--- src/hdl/status_pkg.sv ---
package status_pkg;

  // datapath and exception vector widths
  localparam int XLEN    = 32;
  localparam int NUM_EXC = 6;

  // special register numbers
  localparam logic [7:0] SPR_STEP_Q = 8'h83;
  localparam logic [7:0] SPR_ALU    = 8'h84;
  localparam logic [7:0] SPR_FPS    = 8'ha2;

  // alu status field positions
  localparam int ALU_DF_BIT = 11;
  localparam int ALU_V_BIT  = 10;
  localparam int ALU_N_BIT  = 9;
  localparam int ALU_Z_BIT  = 8;
  localparam int ALU_C_BIT  = 7;

  // fp status field positions
  localparam int FPS_TRAP_LO   = 8;
  localparam int FPS_STICKY_LO = 0;

  // index of each exception inside a six bit vector
  localparam int EXC_DIVZERO  = 5;
  localparam int EXC_INEXACT  = 4;
  localparam int EXC_UNDERFLOW = 3;
  localparam int EXC_OVERFLOW = 2;
  localparam int EXC_RESERVED = 1;
  localparam int EXC_INVALID  = 0;

  // values after reset
  localparam logic [XLEN-1:0]    STEP_Q_RESET   = 32'h0000_0000;
  localparam logic [XLEN-1:0]    RDATA_RESET    = 32'h0000_0000;
  localparam logic [NUM_EXC-1:0] TRAP_RESET     = 6'h00;
  localparam logic [NUM_EXC-1:0] STICKY_RESET   = 6'h00;
  localparam logic               ALU_FLAG_RESET = 1'b0;

  // step operations
  typedef enum logic [1:0] {
    STEP_MULU,
    STEP_MUL,
    STEP_MULL,
    STEP_DIV
  } step_op_t;

endpackage

--- src/hdl/step_if.sv ---
`timescale 1ns/10ps
interface step_if #(parameter int W = 32);
  status_pkg::step_op_t op;
  logic [W-1:0]         first_source_operand;
  logic [W-1:0]         second_source_operand;
  logic [W-1:0]         q;
  logic                 df;
  logic [W-1:0]         result;
  logic [W-1:0]         q_next;
  logic                 df_next;
  logic                 flag_v;
  logic                 flag_c;
  logic                 flag_n;

  modport requester (output op, first_source_operand, second_source_operand, q, df,
                     input  result, q_next, df_next, flag_v, flag_c, flag_n);
  modport unit      (input  op, first_source_operand, second_source_operand, q, df,
                     output result, q_next, df_next, flag_v, flag_c, flag_n);
endinterface

--- src/hdl/step_unit.sv ---
`timescale 1ns/10ps
module step_unit #(parameter int W = 32) (
  step_if.unit sp
);
  logic [W-1:0] base;
  logic [W-1:0] addend;
  logic         cin;
  logic [W:0]   sum;
  logic         ovf;

  // one multiply or divide step, never a whole operation
  always_comb begin
    base   = sp.second_source_operand;
    addend = '0;
    cin    = 1'b0;
    case (sp.op)
      status_pkg::STEP_MULU, status_pkg::STEP_MUL: begin
        addend = sp.q[0] ? sp.first_source_operand : '0;
      end
      status_pkg::STEP_MULL: begin
        addend = sp.q[0] ? ~sp.first_source_operand : '0;
        cin    = sp.q[0];
      end
      status_pkg::STEP_DIV: begin
        base   = {sp.first_source_operand[W-2:0], sp.q[W-1]};
        addend = sp.df ? ~sp.second_source_operand : sp.second_source_operand;
        cin    = sp.df;
      end
      default: begin
        addend = '0;
      end
    endcase
    sum = {1'b0, base} + {1'b0, addend} + {{W{1'b0}}, cin};
    ovf = (base[W-1] == addend[W-1]) && (sum[W-1] != base[W-1]);
    sp.flag_v  = ovf;
    sp.flag_c  = sum[W];
    sp.flag_n  = sum[W-1];
    sp.df_next = sp.df;
    case (sp.op)
      status_pkg::STEP_MULU: begin
        sp.result = {sum[W], sum[W-1:1]};
        sp.q_next = {sum[0], sp.q[W-1:1]};
      end
      status_pkg::STEP_MUL, status_pkg::STEP_MULL: begin
        sp.result = {sum[W-1] ^ ovf, sum[W-1:1]};
        sp.q_next = {sum[0], sp.q[W-1:1]};
      end
      status_pkg::STEP_DIV: begin
        sp.result  = sum[W-1:0];
        sp.df_next = ~sum[W-1];
        sp.q_next  = {sp.q[W-2:0], ~sum[W-1]};
      end
      default: begin
        sp.result = sum[W-1:0];
        sp.q_next = sp.q;
      end
    endcase
  end
endmodule // step_unit

--- src/hdl/status_flags_top.sv ---
// Contract
// [RQ1] logical ops touch only negative, zero
// [RQ2] negative takes result msb
// [RQ3] zero set when result word zero
// [RQ4] masked exception sets its sticky bit
// [RQ5] trap sets applying trap bits regardless mask; trap bits load FP_COND only, so FP_RSV_OPERAND sets no trap bit
// [RQ6] trap clears non-applying trap bits
// [RQ7] hardware never clears sticky bits
// [RQ8] sticky update only masked, end of op
// [RQ9] trap bits change only on trap
// [RQ10] bit 13 divide by zero trap
// [RQ11] bit 12 inexact trap
// [RQ12] bits 11,10 underflow, overflow trap
// [RQ13] bits 9,8 reserved, invalid trap
// [RQ14] bit 5 divide by zero sticky
// [RQ15] bits 4,3,2 inexact, underflow, overflow sticky
// [RQ16] bits 1,0 reserved, invalid sticky
// [RQ17] only multiply and divide steps exist
// [RQ18] step register holds multiplier, quotient
// [RQ19] divide starts high dividend, ends remainder
// [RQ20] software uses unsigned step for unsigned
// [RQ21] mask zero traps, mask one suppresses
// [RQ22] fp status reserved bits read zero
`timescale 1ns/10ps
module status_flags_top #(
  parameter int XW = status_pkg::XLEN,
  parameter int NE = status_pkg::NUM_EXC
) (
  // clock and reset
  input  wire logic                 CLOCK,
  input  wire logic                 SYS_RST,
  // logical instruction result
  input  wire logic                 LOGIC_VALID,
  input  wire logic [XW-1:0]        LOGIC_RESULT,
  // multiply and divide step
  input  wire logic                 STEP_VALID,
  input  wire status_pkg::step_op_t STEP_OP,
  input  wire logic [XW-1:0]        STEP_FIRST_SOURCE_OPERAND,
  input  wire logic [XW-1:0]        STEP_SECOND_SOURCE_OPERAND,
  output logic      [XW-1:0]        STEP_RESULT,
  // fp exception report at end of execution
  input  wire logic                 FP_DONE,
  input  wire logic [NE-1:0]        FP_COND,
  input  wire logic                 FP_RSV_OPERAND,
  input  wire logic [NE-1:0]        FP_MASK,
  output logic                      FP_TRAP,
  // special register moves
  input  wire logic                 SPR_WE,
  input  wire logic                 SPR_RE,
  input  wire logic [7:0]           SPR_ADDR,
  input  wire logic [XW-1:0]        SPR_WDATA,
  output logic      [XW-1:0]        SPR_RDATA,
  // alu flags
  output logic                      ALU_NEG,
  output logic                      ALU_ZERO,
  output logic                      ALU_OVF,
  output logic                      ALU_CARRY,
  output logic                      ALU_DIVFLAG
);

  step_if #(.W(XW)) sp ();

  step_unit #(.W(XW)) u_step (
    .sp (sp.unit)
  );

  logic          n_q, n_d, z_q, z_d, v_q, v_d, c_q, c_d, df_q, df_d;
  logic [XW-1:0] q_q, q_d, res_q, res_d, rdata_q, rdata_d;
  logic [NE-1:0] trap_q, trap_d, sticky_q, sticky_d;
  logic          trap_out_q, trap_out_d;
  logic [NE-1:0] exc_vec, trap_vec;
  logic          trap_take;
  logic          wr_alu, wr_q, wr_fps;

  assign wr_alu = SPR_WE && (SPR_ADDR == status_pkg::SPR_ALU);
  assign wr_q   = SPR_WE && (SPR_ADDR == status_pkg::SPR_STEP_Q);
  assign wr_fps = SPR_WE && (SPR_ADDR == status_pkg::SPR_FPS);

  assign sp.op   = STEP_OP;
  assign sp.first_source_operand = STEP_FIRST_SOURCE_OPERAND;
  assign sp.second_source_operand = STEP_SECOND_SOURCE_OPERAND;
  assign sp.q    = q_q;
  assign sp.df   = df_q;

  // alu flags
  always_comb begin
    n_d   = n_q;
    z_d   = z_q;
    v_d   = v_q;
    c_d   = c_q;
    df_d  = df_q;
    res_d = res_q;
    if (wr_alu) begin
      n_d  = SPR_WDATA[status_pkg::ALU_N_BIT];
      z_d  = SPR_WDATA[status_pkg::ALU_Z_BIT];
      v_d  = SPR_WDATA[status_pkg::ALU_V_BIT];
      c_d  = SPR_WDATA[status_pkg::ALU_C_BIT];
      df_d = SPR_WDATA[status_pkg::ALU_DF_BIT];
    end
    if (STEP_VALID) begin
      n_d   = sp.flag_n;
      z_d   = (sp.result == '0);
      v_d   = sp.flag_v;
      c_d   = sp.flag_c;
      df_d  = sp.df_next;
      res_d = sp.result;
    end else if (LOGIC_VALID) begin
      // v and c keep their value [RQ1]
      n_d = LOGIC_RESULT[XW-1]; // [RQ2]
      z_d = (LOGIC_RESULT == '0); // [RQ3]
    end
  end

  always_ff @(posedge CLOCK or posedge SYS_RST) begin
    if (SYS_RST) begin
      n_q   <= status_pkg::ALU_FLAG_RESET;
      z_q   <= status_pkg::ALU_FLAG_RESET;
      v_q   <= status_pkg::ALU_FLAG_RESET;
      c_q   <= status_pkg::ALU_FLAG_RESET;
      df_q  <= status_pkg::ALU_FLAG_RESET;
      res_q <= status_pkg::STEP_Q_RESET;
    end else begin
      n_q   <= n_d;
      z_q   <= z_d;
      v_q   <= v_d;
      c_q   <= c_d;
      df_q  <= df_d;
      res_q <= res_d;
    end
  end

  // step register
  always_comb begin
    q_d = q_q;
    if (wr_q) begin
      q_d = SPR_WDATA; // [RQ19]
    end
    if (STEP_VALID) begin
      q_d = sp.q_next; // [RQ17] [RQ18] [RQ20]
    end
  end

  always_ff @(posedge CLOCK or posedge SYS_RST) begin
    if (SYS_RST) begin
      q_q <= status_pkg::STEP_Q_RESET;
    end else begin
      q_q <= q_d;
    end
  end

  // fp status
  always_comb begin
    exc_vec = FP_COND;
    exc_vec[status_pkg::EXC_RESERVED] = FP_COND[status_pkg::EXC_RESERVED] | FP_RSV_OPERAND; // [RQ16]
    trap_vec   = FP_COND; // [RQ10] [RQ11] [RQ12] [RQ13]
    trap_take  = FP_DONE && ((exc_vec & ~FP_MASK) != '0); // [RQ21]
    trap_out_d = trap_take;
    trap_d     = trap_q;
    sticky_d   = sticky_q;
    if (wr_fps) begin
      trap_d   = SPR_WDATA[status_pkg::FPS_TRAP_LO +: NE];
      sticky_d = SPR_WDATA[status_pkg::FPS_STICKY_LO +: NE]; // [RQ7]
    end
    if (trap_take) begin
      trap_d = trap_vec; // [RQ5] [RQ6] [RQ9]
    end
    if (FP_DONE) begin
      sticky_d = sticky_d | (exc_vec & FP_MASK); // [RQ4] [RQ8] [RQ14] [RQ15]
    end
  end

  always_ff @(posedge CLOCK or posedge SYS_RST) begin
    if (SYS_RST) begin
      trap_q     <= status_pkg::TRAP_RESET;
      sticky_q   <= status_pkg::STICKY_RESET;
      trap_out_q <= 1'b0;
    end else begin
      trap_q     <= trap_d;
      sticky_q   <= sticky_d;
      trap_out_q <= trap_out_d;
    end
  end

  // register reads
  always_comb begin
    rdata_d = rdata_q;
    if (SPR_RE) begin
      rdata_d = '0;
      case (SPR_ADDR)
        status_pkg::SPR_STEP_Q: begin
          rdata_d = q_q;
        end
        status_pkg::SPR_ALU: begin
          rdata_d[status_pkg::ALU_DF_BIT] = df_q;
          rdata_d[status_pkg::ALU_V_BIT]  = v_q;
          rdata_d[status_pkg::ALU_N_BIT]  = n_q;
          rdata_d[status_pkg::ALU_Z_BIT]  = z_q;
          rdata_d[status_pkg::ALU_C_BIT]  = c_q;
        end
        status_pkg::SPR_FPS: begin
          rdata_d[status_pkg::FPS_TRAP_LO +: NE]   = trap_q; // [RQ22]
          rdata_d[status_pkg::FPS_STICKY_LO +: NE] = sticky_q;
        end
        default: begin
          rdata_d = '0;
        end
      endcase
    end
  end

  always_ff @(posedge CLOCK or posedge SYS_RST) begin
    if (SYS_RST) begin
      rdata_q <= status_pkg::RDATA_RESET;
    end else begin
      rdata_q <= rdata_d;
    end
  end

  assign ALU_NEG     = n_q;
  assign ALU_ZERO    = z_q;
  assign ALU_OVF     = v_q;
  assign ALU_CARRY   = c_q;
  assign ALU_DIVFLAG = df_q;
  assign STEP_RESULT = res_q;
  assign FP_TRAP     = trap_out_q;
  assign SPR_RDATA   = rdata_q;
endmodule // status_flags_top

--- config.mk ---
export PLATFORM = sky130hd
export DESIGN_NAME = status_flags_top
export DESIGN_NICKNAME = d
export VERILOG_FILES = /design/src/hdl/status_pkg.sv /design/src/hdl/step_if.sv /design/src/hdl/step_unit.sv /design/src/hdl/status_flags_top.sv
export SDC_FILE = /design/constraint.sdc
export NUM_CORES = 1
export LEC_CHECK = 0
export BUFFER_PORTS_ARGS = -buffer_cell sky130_fd_sc_hd__buf_2
export CAP_MARGIN = 30
export CORE_MARGIN = 5
export CORE_UTILIZATION = 50
export CTS_BUF_LIST = sky130_fd_sc_hd__clkbuf_8
export CTS_CLUSTER_DIAMETER = 200
export CTS_CLUSTER_SIZE = 16
export DETAILED_ROUTE_END_ITERATION = 7
export PLACE_DENSITY = 0.77
export SETUP_SLACK_MARGIN = 0.15
export SLEW_MARGIN = 20
export SYNTH_ARGS = -nofsm -noshare
export SYNTH_HDL_FRONTEND = slang
export SYNTH_SLANG_ARGS = --single-unit
--- constraint.sdc ---
create_clock -name CLOCK -period 5.46 [get_ports CLOCK]
set_input_delay 0.273 -clock CLOCK [delete_from_list [all_inputs] [get_ports CLOCK]]
set_output_delay 0.273 -clock CLOCK [all_outputs]
set_load 0.05 [all_outputs]
==> results of run 1 <==
where the power goes:
group / total [W] / leakage, nW / internal [W] / switching [W]
registers: 0.00107 / 1.40 / 0.000957 / 0.000118
clock network: 0.000876 / 0.213 / 0.000501 / 0.000375
logic: 0.00151 / 3.23 / 0.000510 / 0.00100
cell families after synthesis:
logic type | after synthesis
compound gates | 321
flops | 114
simple gates | 362
buf+inv | 123
xor+xnor | 61
mux | 100
fa+ha+maj | 37
layout by cell type (no fill, tap or decap), types with 10 or more instances in the layout:
cell / count
inv_1: 40
a22oi_1: 14
a31oi_1: 19
dfrtp_1: 113
xor2_1: 14
a221oi_1: 16
o21ai_0: 103
nor2_1: 126
mux2i_1: 34
xnor2_1: 47
mux2_2: 66
ha_1: 34
nor4_1: 10
buf_2: 227
clkbuf_8: 17
a21oi_1: 84
nand3_1: 37
buf_4: 17
nand4_1: 12
nand2_1: 133
worst paths after layout:
kind | end | startpoint | cells past startpoint | slack [ns]
min in group asynchronous | q_q[24]$_DFFE_PP0P_ | SYS_RST | 3 | 0.52
worst min register to register | STEP_RESULT[7]$_DFFE_PP0P_ | STEP_RESULT[7]$_DFFE_PP0P_ | 1 | 0.49
worst min-delay path | sticky_q[2]$_DFF_PP0_ | FP_MASK[2] | 3 | 0.07
worst max-delay path | ALU_ZERO$_DFFE_PP0P_ | ALU_DIVFLAG$_DFFE_PP0P_ | 16 | 0.87
worst max register to register | ALU_ZERO$_DFFE_PP0P_ | ALU_DIVFLAG$_DFFE_PP0P_ | 16 | 0.87
max in group asynchronous | ALU_DIVFLAG$_DFFE_PP0P_ | SYS_RST | 4 | 3.75
repair_timing:
item                      4_1_cts  5_1_grt
hold buffers                    1        0
hold endpoints to repair       27        0
buffers inserted                0        0
worst max-delay path, delay by kind of cell, from the launching register on:
family / cells / cell delay, ns
flip-flops: 1 / 0.85
XOR/XNOR: 1 / 0.13
adder cells (fa/ha/maj): 2 / 0.72
buffers and inverters: 2 / 0.30
AO/OA/AOI/OAI: 6 / 1.17
AND/OR/NAND/NOR: 5 / 1.29
area by class of cell:
class | instances | area (um^2)
fill | 1615 | 7134
sequential | 114 | 2854
clock inverter | 14 | 205.2
timing repair buffer | 245 | 1274
antenna | 1 | 2.502
inverter | 42 | 160.2
multi-input combinational | 881 | 5813
tap | 229 | 286.5
clock buffer | 17 | 234.0
sequential cells by signal (all words and copies together), names as in the netlist, 6 cells and up:
| signal | count |
|---|---|
| STEP_RESULT | 32 |
| q_q | 32 |
| trap_q | 6 |
| SPR_RDATA | 32 |
| sticky_q | 6 |
through the flow:
stage	std cells	setup WS (ns)	hold slack, ns	cell area [um^2]	util (%)
2_1_floorplan	1118	0.8404	0.4018	9125	-
3_3_place_gp	1510	0.8687	0.4648	10380	57.77
3_5_place_dp	1510	0.7626	0.4721	10380	57.77
4_1_cts	1542	0.9124	0.03731	10830	60.27
5_1_grt	1542	0.5697	0.05565	10830	60.27
6_report	1543	0.8732	0.06901	10830	60.28
metal layers:
metal	part of all wire [%]	wire length [um]	vias up	track usage, %
li1	-	-	4373	-
met1	41	12070	4379	34.97
met2	49	14310	365	45.18
met3	6.3	1835	76	4.178
met4	3.7	1098	0	11.24
met5	0	0	-	0
==> summary.md, run 1 <==
| Metric | Value |
|---|---|
| Leak pwr | `4.836 nW` |
| Fraction of registers with async set/reset | `100.0%` |
| CP endpoint kind | `flip-flop` |
| Port Buffer Count | `227` |
| Most common cell in the netlist | `nand2_1` |
| Critical path's slowest cell | `dfrtp_2` |
| Fmax | `218.0 MHz` |
| Status | `complete, no violations` |
| Commonest cells in the netlist | `133 x nand2_1, 126 x nor2_1, 114 x dfrtp_1` |
| Post-synthesis compound-gate area fraction | `22.91%` |
| Starting Density | `50.80%` |
| Wire per inst | `19.00 um` |
| Synthesized area | `9125 um^2` |
| Sequential fraction of the synthesis area | `31.26%` |
| Synth Area in XOR/XNOR | `5.855%` |
| Clock Sinks | `114` |
| WS Path Type | `reg2reg` |
| GRT overflow | `0` |
| Min Tclk post-route | `4.587 ns` |
| First-pass GRT wire length | `47470 um` |
| Post-CTS Resized | `0` |
| Max-cap check violation count | `0` |
| Initial antenna violation count | `0` |
| Clock-pin slew on the worst setup and hold paths | `0.08 ns` |
| All-Layer GR Usage | `27.02%` |
| DRC viols | `0` |
| Final nets | `1496` |
| Dpl hpwl | `22530 um` |
| Synth warn | `0` |
| H-Tree Depth | `4` |
| Boundary pin count | `228` |
| Die W | `145.1 um` |
| Adder-Cell Fraction of Synth Area | `5.238%` |
| Avg Cell Area, Syn | `8.162 um^2` |
| Max stage delay on crit path | `0.85 ns` |
| Number of synthesized flops with an enable pin | `0` |
| Mux contribution to synthesized area | `11.87%` |
| CP arrival | `4.93 ns` |
| Pins Over Slew Limit | `0` |
| Synth unique cells | `75` |
| Largest family of logic cells by synthesized area | `compound AO/OA/AOI/OAI gates` |
| Drt pass-1 iters | `6` |
| Final TNS setup | `0 ns` |
| Overall power | `0.003464 W` |
| Largest net degree at the start of global routing | `68` |
| Die extent in y | `145.1 um` |
| Num CTS Buffers | `17` |
| Drt initial violations | `757` |
| Post-synth top area share | `31.26%` |
| Worst path cell trace | `inv_1 -> nor2_1 -> a21oi_1 -> fa_1 -> inv_1 -> fa_1 -> a211oi_2 -> o31ai_4 -> a21oi_2 -> or4_1 -> o211ai_1 -> xor2_1 -> or2_1 -> nor4_1 -> nor2_1 -> o41ai_2` |
| Via count | `9193` |
| Final hold vios | `0` |
| Vias per cell | `5.958` |
| Dominant cell type by area after synthesis | `dfrtp_1` |
| Critical Path RT | `5.80 ns` |
| Slew HR | `35.34%` |
| CTS Buffer Depth | `2` |
| Clock root cell | `clkbuf_8` |
| Post-route ant nets | `0` |
| Syn Nets | `1313` |
| CTS tree | `done` |
| Wirelength, routed | `29310 um` |
| FP Rows | `49` |
| CP Launch Type | `flip-flop` |
| RSZ-0062 raised after global routing | `no` |
| Syn Inst Count | `1118` |
| DIE AREA | `21050 um^2` |
| Ys flop type | `dfrtp_1` |
| PwrDens | `319.9 nW/um^2` |
| Crit Path Max Fanout | `26` |
| Area growth, synth to finish | `18.68%` |
| Period utilization | `84.01%` |
| Worst-case clock skew | `0.01127 ns` |
| Core footprint | `17960 um^2` |
| Max VDD drop | `0.0003344 V` |
| Vias in the first global route | `9042` |
| Area contributors post-synth | `dfrtp_1 31%, mux2_2 8.1%, o21ai_0 5.7%, nand2_1 5.5%, nor2_1 5.2%` |
| Final setup viols | `0` |
| Clk_lat worst skew | `0.45 ns` |
| Type of the tightest min-delay check | `in2reg` |
| Simple-gate portion of the synthesized area | `17.62%` |
| Layout cells sized above 1 | `28.64%` |
| FF+latch count, synth | `114` |
| Routability cong. | `0.9256` |
| Worst-margin pin slew | `0.9699 ns` |
(Power assumes the default switching activity.)
==> run 2: changes to the inputs <==
--- a/config.mk
+++ b/config.mk
@@ -13,7 +13,7 @@
 export CTS_CLUSTER_DIAMETER = 200
 export CTS_CLUSTER_SIZE = 16
 export DETAILED_ROUTE_END_ITERATION = 7
-export PLACE_DENSITY = 0.77
+export PLACE_DENSITY = 0.8
 export SETUP_SLACK_MARGIN = 0.15
 export SLEW_MARGIN = 20
 export SYNTH_ARGS = -nofsm -noshare
==> constraint.sdc (replaced) <==
create_clock -name CLOCK -period 3.7 [get_ports CLOCK]
set_input_delay 0.185 -clock CLOCK [delete_from_list [all_inputs] [get_ports CLOCK]]
set_output_delay 0.185 -clock CLOCK [all_outputs]
set_load 0.05 [all_outputs]
==> summary.md, run 2 (synthesis gave the netlist of run 1 again) <==
| Metric | Value |
|---|---|
| Clock power share | `20.8% (-4.5 points)` |
| Final hold vios | `0 (unchanged)` |
| Largest net degree at the start of global routing | `73 (+7.4%)` |
| Via count | `10050 (+9.3%)` |
| DIE AREA | `21050 um^2 (unchanged)` |
| Layout cells sized above 1 | `38.49% (+9.9 points)` |
| Vias per cell | `5.878 (-1.3%)` |
| Worst-case clock skew | `0.01049 ns (-0.0007750 ns)` |
| Die extent in y | `145.1 um (unchanged)` |
| Clock root cell | `clkbuf_8` |
| Drt pass-1 iters | `6 (unchanged)` |
| Design area | `12400 um^2 (+15%)` |
| Most frequent cells in the layout | `227 x buf_2, 165 x buf_4, 131 x nand2_1` |
| Number of diodes | `0 (-1)` |
| H-Tree Depth | `4 (unchanged)` |
| All-Layer GR Usage | `28.73% (+1.7 points)` |
| Worst hold slack | `0.02670 ns (-0.04231 ns)` |
| Switch share | `42.50% (-0.72 points)` |
| Max Used Layer | `met4` |
| WS Path Type | `reg2reg` |
| P_int | `0.003258 W (+66%)` |
| Clock-pin slew on the worst setup and hold paths | `0.07 ns (about the same)` |
| Dpl hpwl | `23650 um (+5.0%)` |
| Status | `finished, violations left` |
| PwrDens | `456.8 nW/um^2 (+43%)` |
| Die W | `145.1 um (unchanged)` |
| Final setup viols | `1 (+1)` |
| DRC viols | `0 (unchanged)` |
| Area growth, synth to finish | `35.92%` |
| Period utilization | `101.4% (+17 points)` |
| Failing checks | `negative setup slack` |
| Crit Path Max Fanout | `4 (-85%)` |
| CP top delay family | `compound AO/OA/AOI/OAI gates` |
| Starting Density | `50.80% (unchanged)` |
| Critical path's slowest cell | `or4_1` |
| Routability cong. | `0.9428 (+1.9%)` |
| CTS Buffer Depth | `2 (unchanged)` |
| RSZ-0062 raised after global routing | `yes` |
| CP endpoint kind | `flip-flop` |
| Sequential power share | `27.4% (-3.6 points)` |
| Clock Sinks | `114 (unchanged)` |
| Clk_lat worst skew | `0.45 ns (about the same)` |
| Initial antenna violation count | `0 (unchanged)` |
| Final nets | `1663 (+11%)` |
| Vias in the first global route | `10010 (+11%)` |
| Wire length on met1 | `12660 um (+4.9%)` |
| Drt initial violations | `858 (+13%)` |
| Wire length on met3 | `2076 um (+13%)` |
| Wirelength, routed | `31570 um (+7.7%)` |
| Wire per inst | `18.46 um (-2.8%)` |
| Layout Utilization | `69.05% (+8.8 points)` |
| CP Launch Type | `flip-flop` |
| Net Sw Power | `0.002408 W (+61%)` |
| Leak pwr | `5.682 nW (+17%)` |
| CP arrival | `4.10 ns (-0.83 ns)` |
| Core footprint | `17960 um^2 (unchanged)` |
| Combinational share of power | `51.8% (+8.1 points)` |
| Port Buffer Count | `227 (unchanged)` |
| FP Rows | `49 (unchanged)` |
| Num CTS Buffers | `17 (unchanged)` |
| Max VDD drop | `0.0005918 V (+77%)` |
| Fmax | `266.4 MHz (+22%)` |
| Worst-margin pin slew | `0.9084 ns (-0.06151 ns)` |
| Boundary pin count | `228 (unchanged)` |
| Type of the tightest min-delay check | `in2reg` |
| Placed Area | `11570 um^2 (+12%)` |
| First-pass GRT wire length | `50730 um (+6.9%)` |
| GRT overflow | `0 (unchanged)` |
| Post-route setup slack | `-0.05309 ns (-0.9263 ns)` |
| Post-route ant nets | `0 (unchanged)` |
| Slew HR | `39.44% (+4.1 points)` |
| CTS tree | `done` |
| Max-cap check violation count | `0 (unchanged)` |
| Min Tclk post-route | `3.753 ns (-0.8337 ns)` |
| Worst path cell trace | `inv_1 -> nor2_1 -> a21oi_2 -> fa_2 -> inv_2 -> fa_2 -> a211oi_4 -> o31ai_4 -> a21oi_2 -> or4_1 -> o211ai_1 -> xor2_1 -> or2_1 -> nor4_2 -> a21oi_1 -> o41ai_2` |
| Pins Over Slew Limit | `0 (unchanged)` |
| WP buf/inv | `2 (unchanged)` |
| Max stage delay on crit path | `0.50 ns (-0.35 ns)` |
| Critical Path RT | `4.05 ns (-1.75 ns)` |
| Most common cell after layout, fill and taps aside | `buf_2` |
| Met2 WL | `15680 um (+9.5%)` |
## run 2: cell count changes in the layout (fill, tap and decap cells not counted), moves of 4 or more
cell | before | now
buf_4 | 17 | 165
buf_12 | 0 | 4
o21ai_1 | 4 | 11
a21oi_1 | 84 | 79
a21oi_2 | 5 | 10
o21ai_0 | 103 | 95
xnor2_1 | 47 | 42
dlygate4sd3_1 | 1 | 13
xnor2_2 | 0 | 5
## run 2: worst min-delay path, delay by kind of cell
family / cells / cell delay, ns
buffers and inverters: 1 / 0.11
and+or+nand+nor: 1 / 0.09
AOI/OAI and AO/OA: 1 / 0.04
## run 2: final timing paths
| check | slack (ns) | start | cells past startpoint | endpoint |
|---|---|---|---|---|
| setup / recovery | -0.05 | ALU_DIVFLAG$_DFFE_PP0P_ | 16 | ALU_ZERO$_DFFE_PP0P_ |
| hold / removal | 0.03 | FP_COND[1] | 3 | trap_q[1]$_DFFE_PP0P_ |
| setup reg to reg | -0.05 | ALU_DIVFLAG$_DFFE_PP0P_ | 16 | ALU_ZERO$_DFFE_PP0P_ |
| hold reg to reg | 0.50 | STEP_RESULT[7]$_DFFE_PP0P_ | 1 | STEP_RESULT[7]$_DFFE_PP0P_ |
| max in group asynchronous | 2.52 | SYS_RST | 5 | STEP_RESULT[13]$_DFFE_PP0P_ |
| min in group asynchronous | 0.21 | SYS_RST | 3 | q_q[26]$_DFFE_PP0P_ |
## run 2: final cells by class
class	instances	area, um^2
multi-input cells	881	6073
clock buffers	17	234.0
inverters	42	160.2
flip-flops and latches	114	2854
repair buffers	412	2635
well taps	229	286.5
clock inverters	15	160.2
fillers	1410	5560
## run 2: stage by stage
step                      setup TNS [ns]  total power, W  cells  setup WS [ns]
after floorplan                  -0.1185        0.003205   1118        -0.1185
after global placement            -1.169        0.004270   1657        -0.2601
after detailed placement          -1.803        0.004308   1657        -0.3316
after CTS                              0        0.005580   1707       0.001998
after global routing              -1.143        0.005961   1710        -0.2987
final                           -0.05309        0.005666   1710       -0.05309
## run 2: power by group through the flow
stage | clock [W] | combinational [W] | sequential, W
after floorplan | 0 | 0.00128 | 0.00193
after global placement | 0 | 0.00270 | 0.00157
after detailed placement | 0 | 0.00274 | 0.00157
after CTS | 0.00119 | 0.00284 | 0.00155
after global routing | 0.00125 | 0.00314 | 0.00157
final | 0.00118 | 0.00294 | 0.00155
## run 2: metal layers
layer | global-route usage, % | up-vias
li1 | - | 4707
met1 | 35.87 | 4789
met2 | 48.78 | 462
met3 | 5.613 | 93
met4 | 11.80 | 0
met5 | 0 | -
## run 2: what timing repair did
action / 4_1_cts / 5_1_grt
hold endpoints to repair: 77 / 0
resized for setup: 22 / 23
endpoints found under the setup margin: 11 / 15
pin swaps: 12 / 11
hold buffers: 13 / 0
buffers inserted: 5 / 2
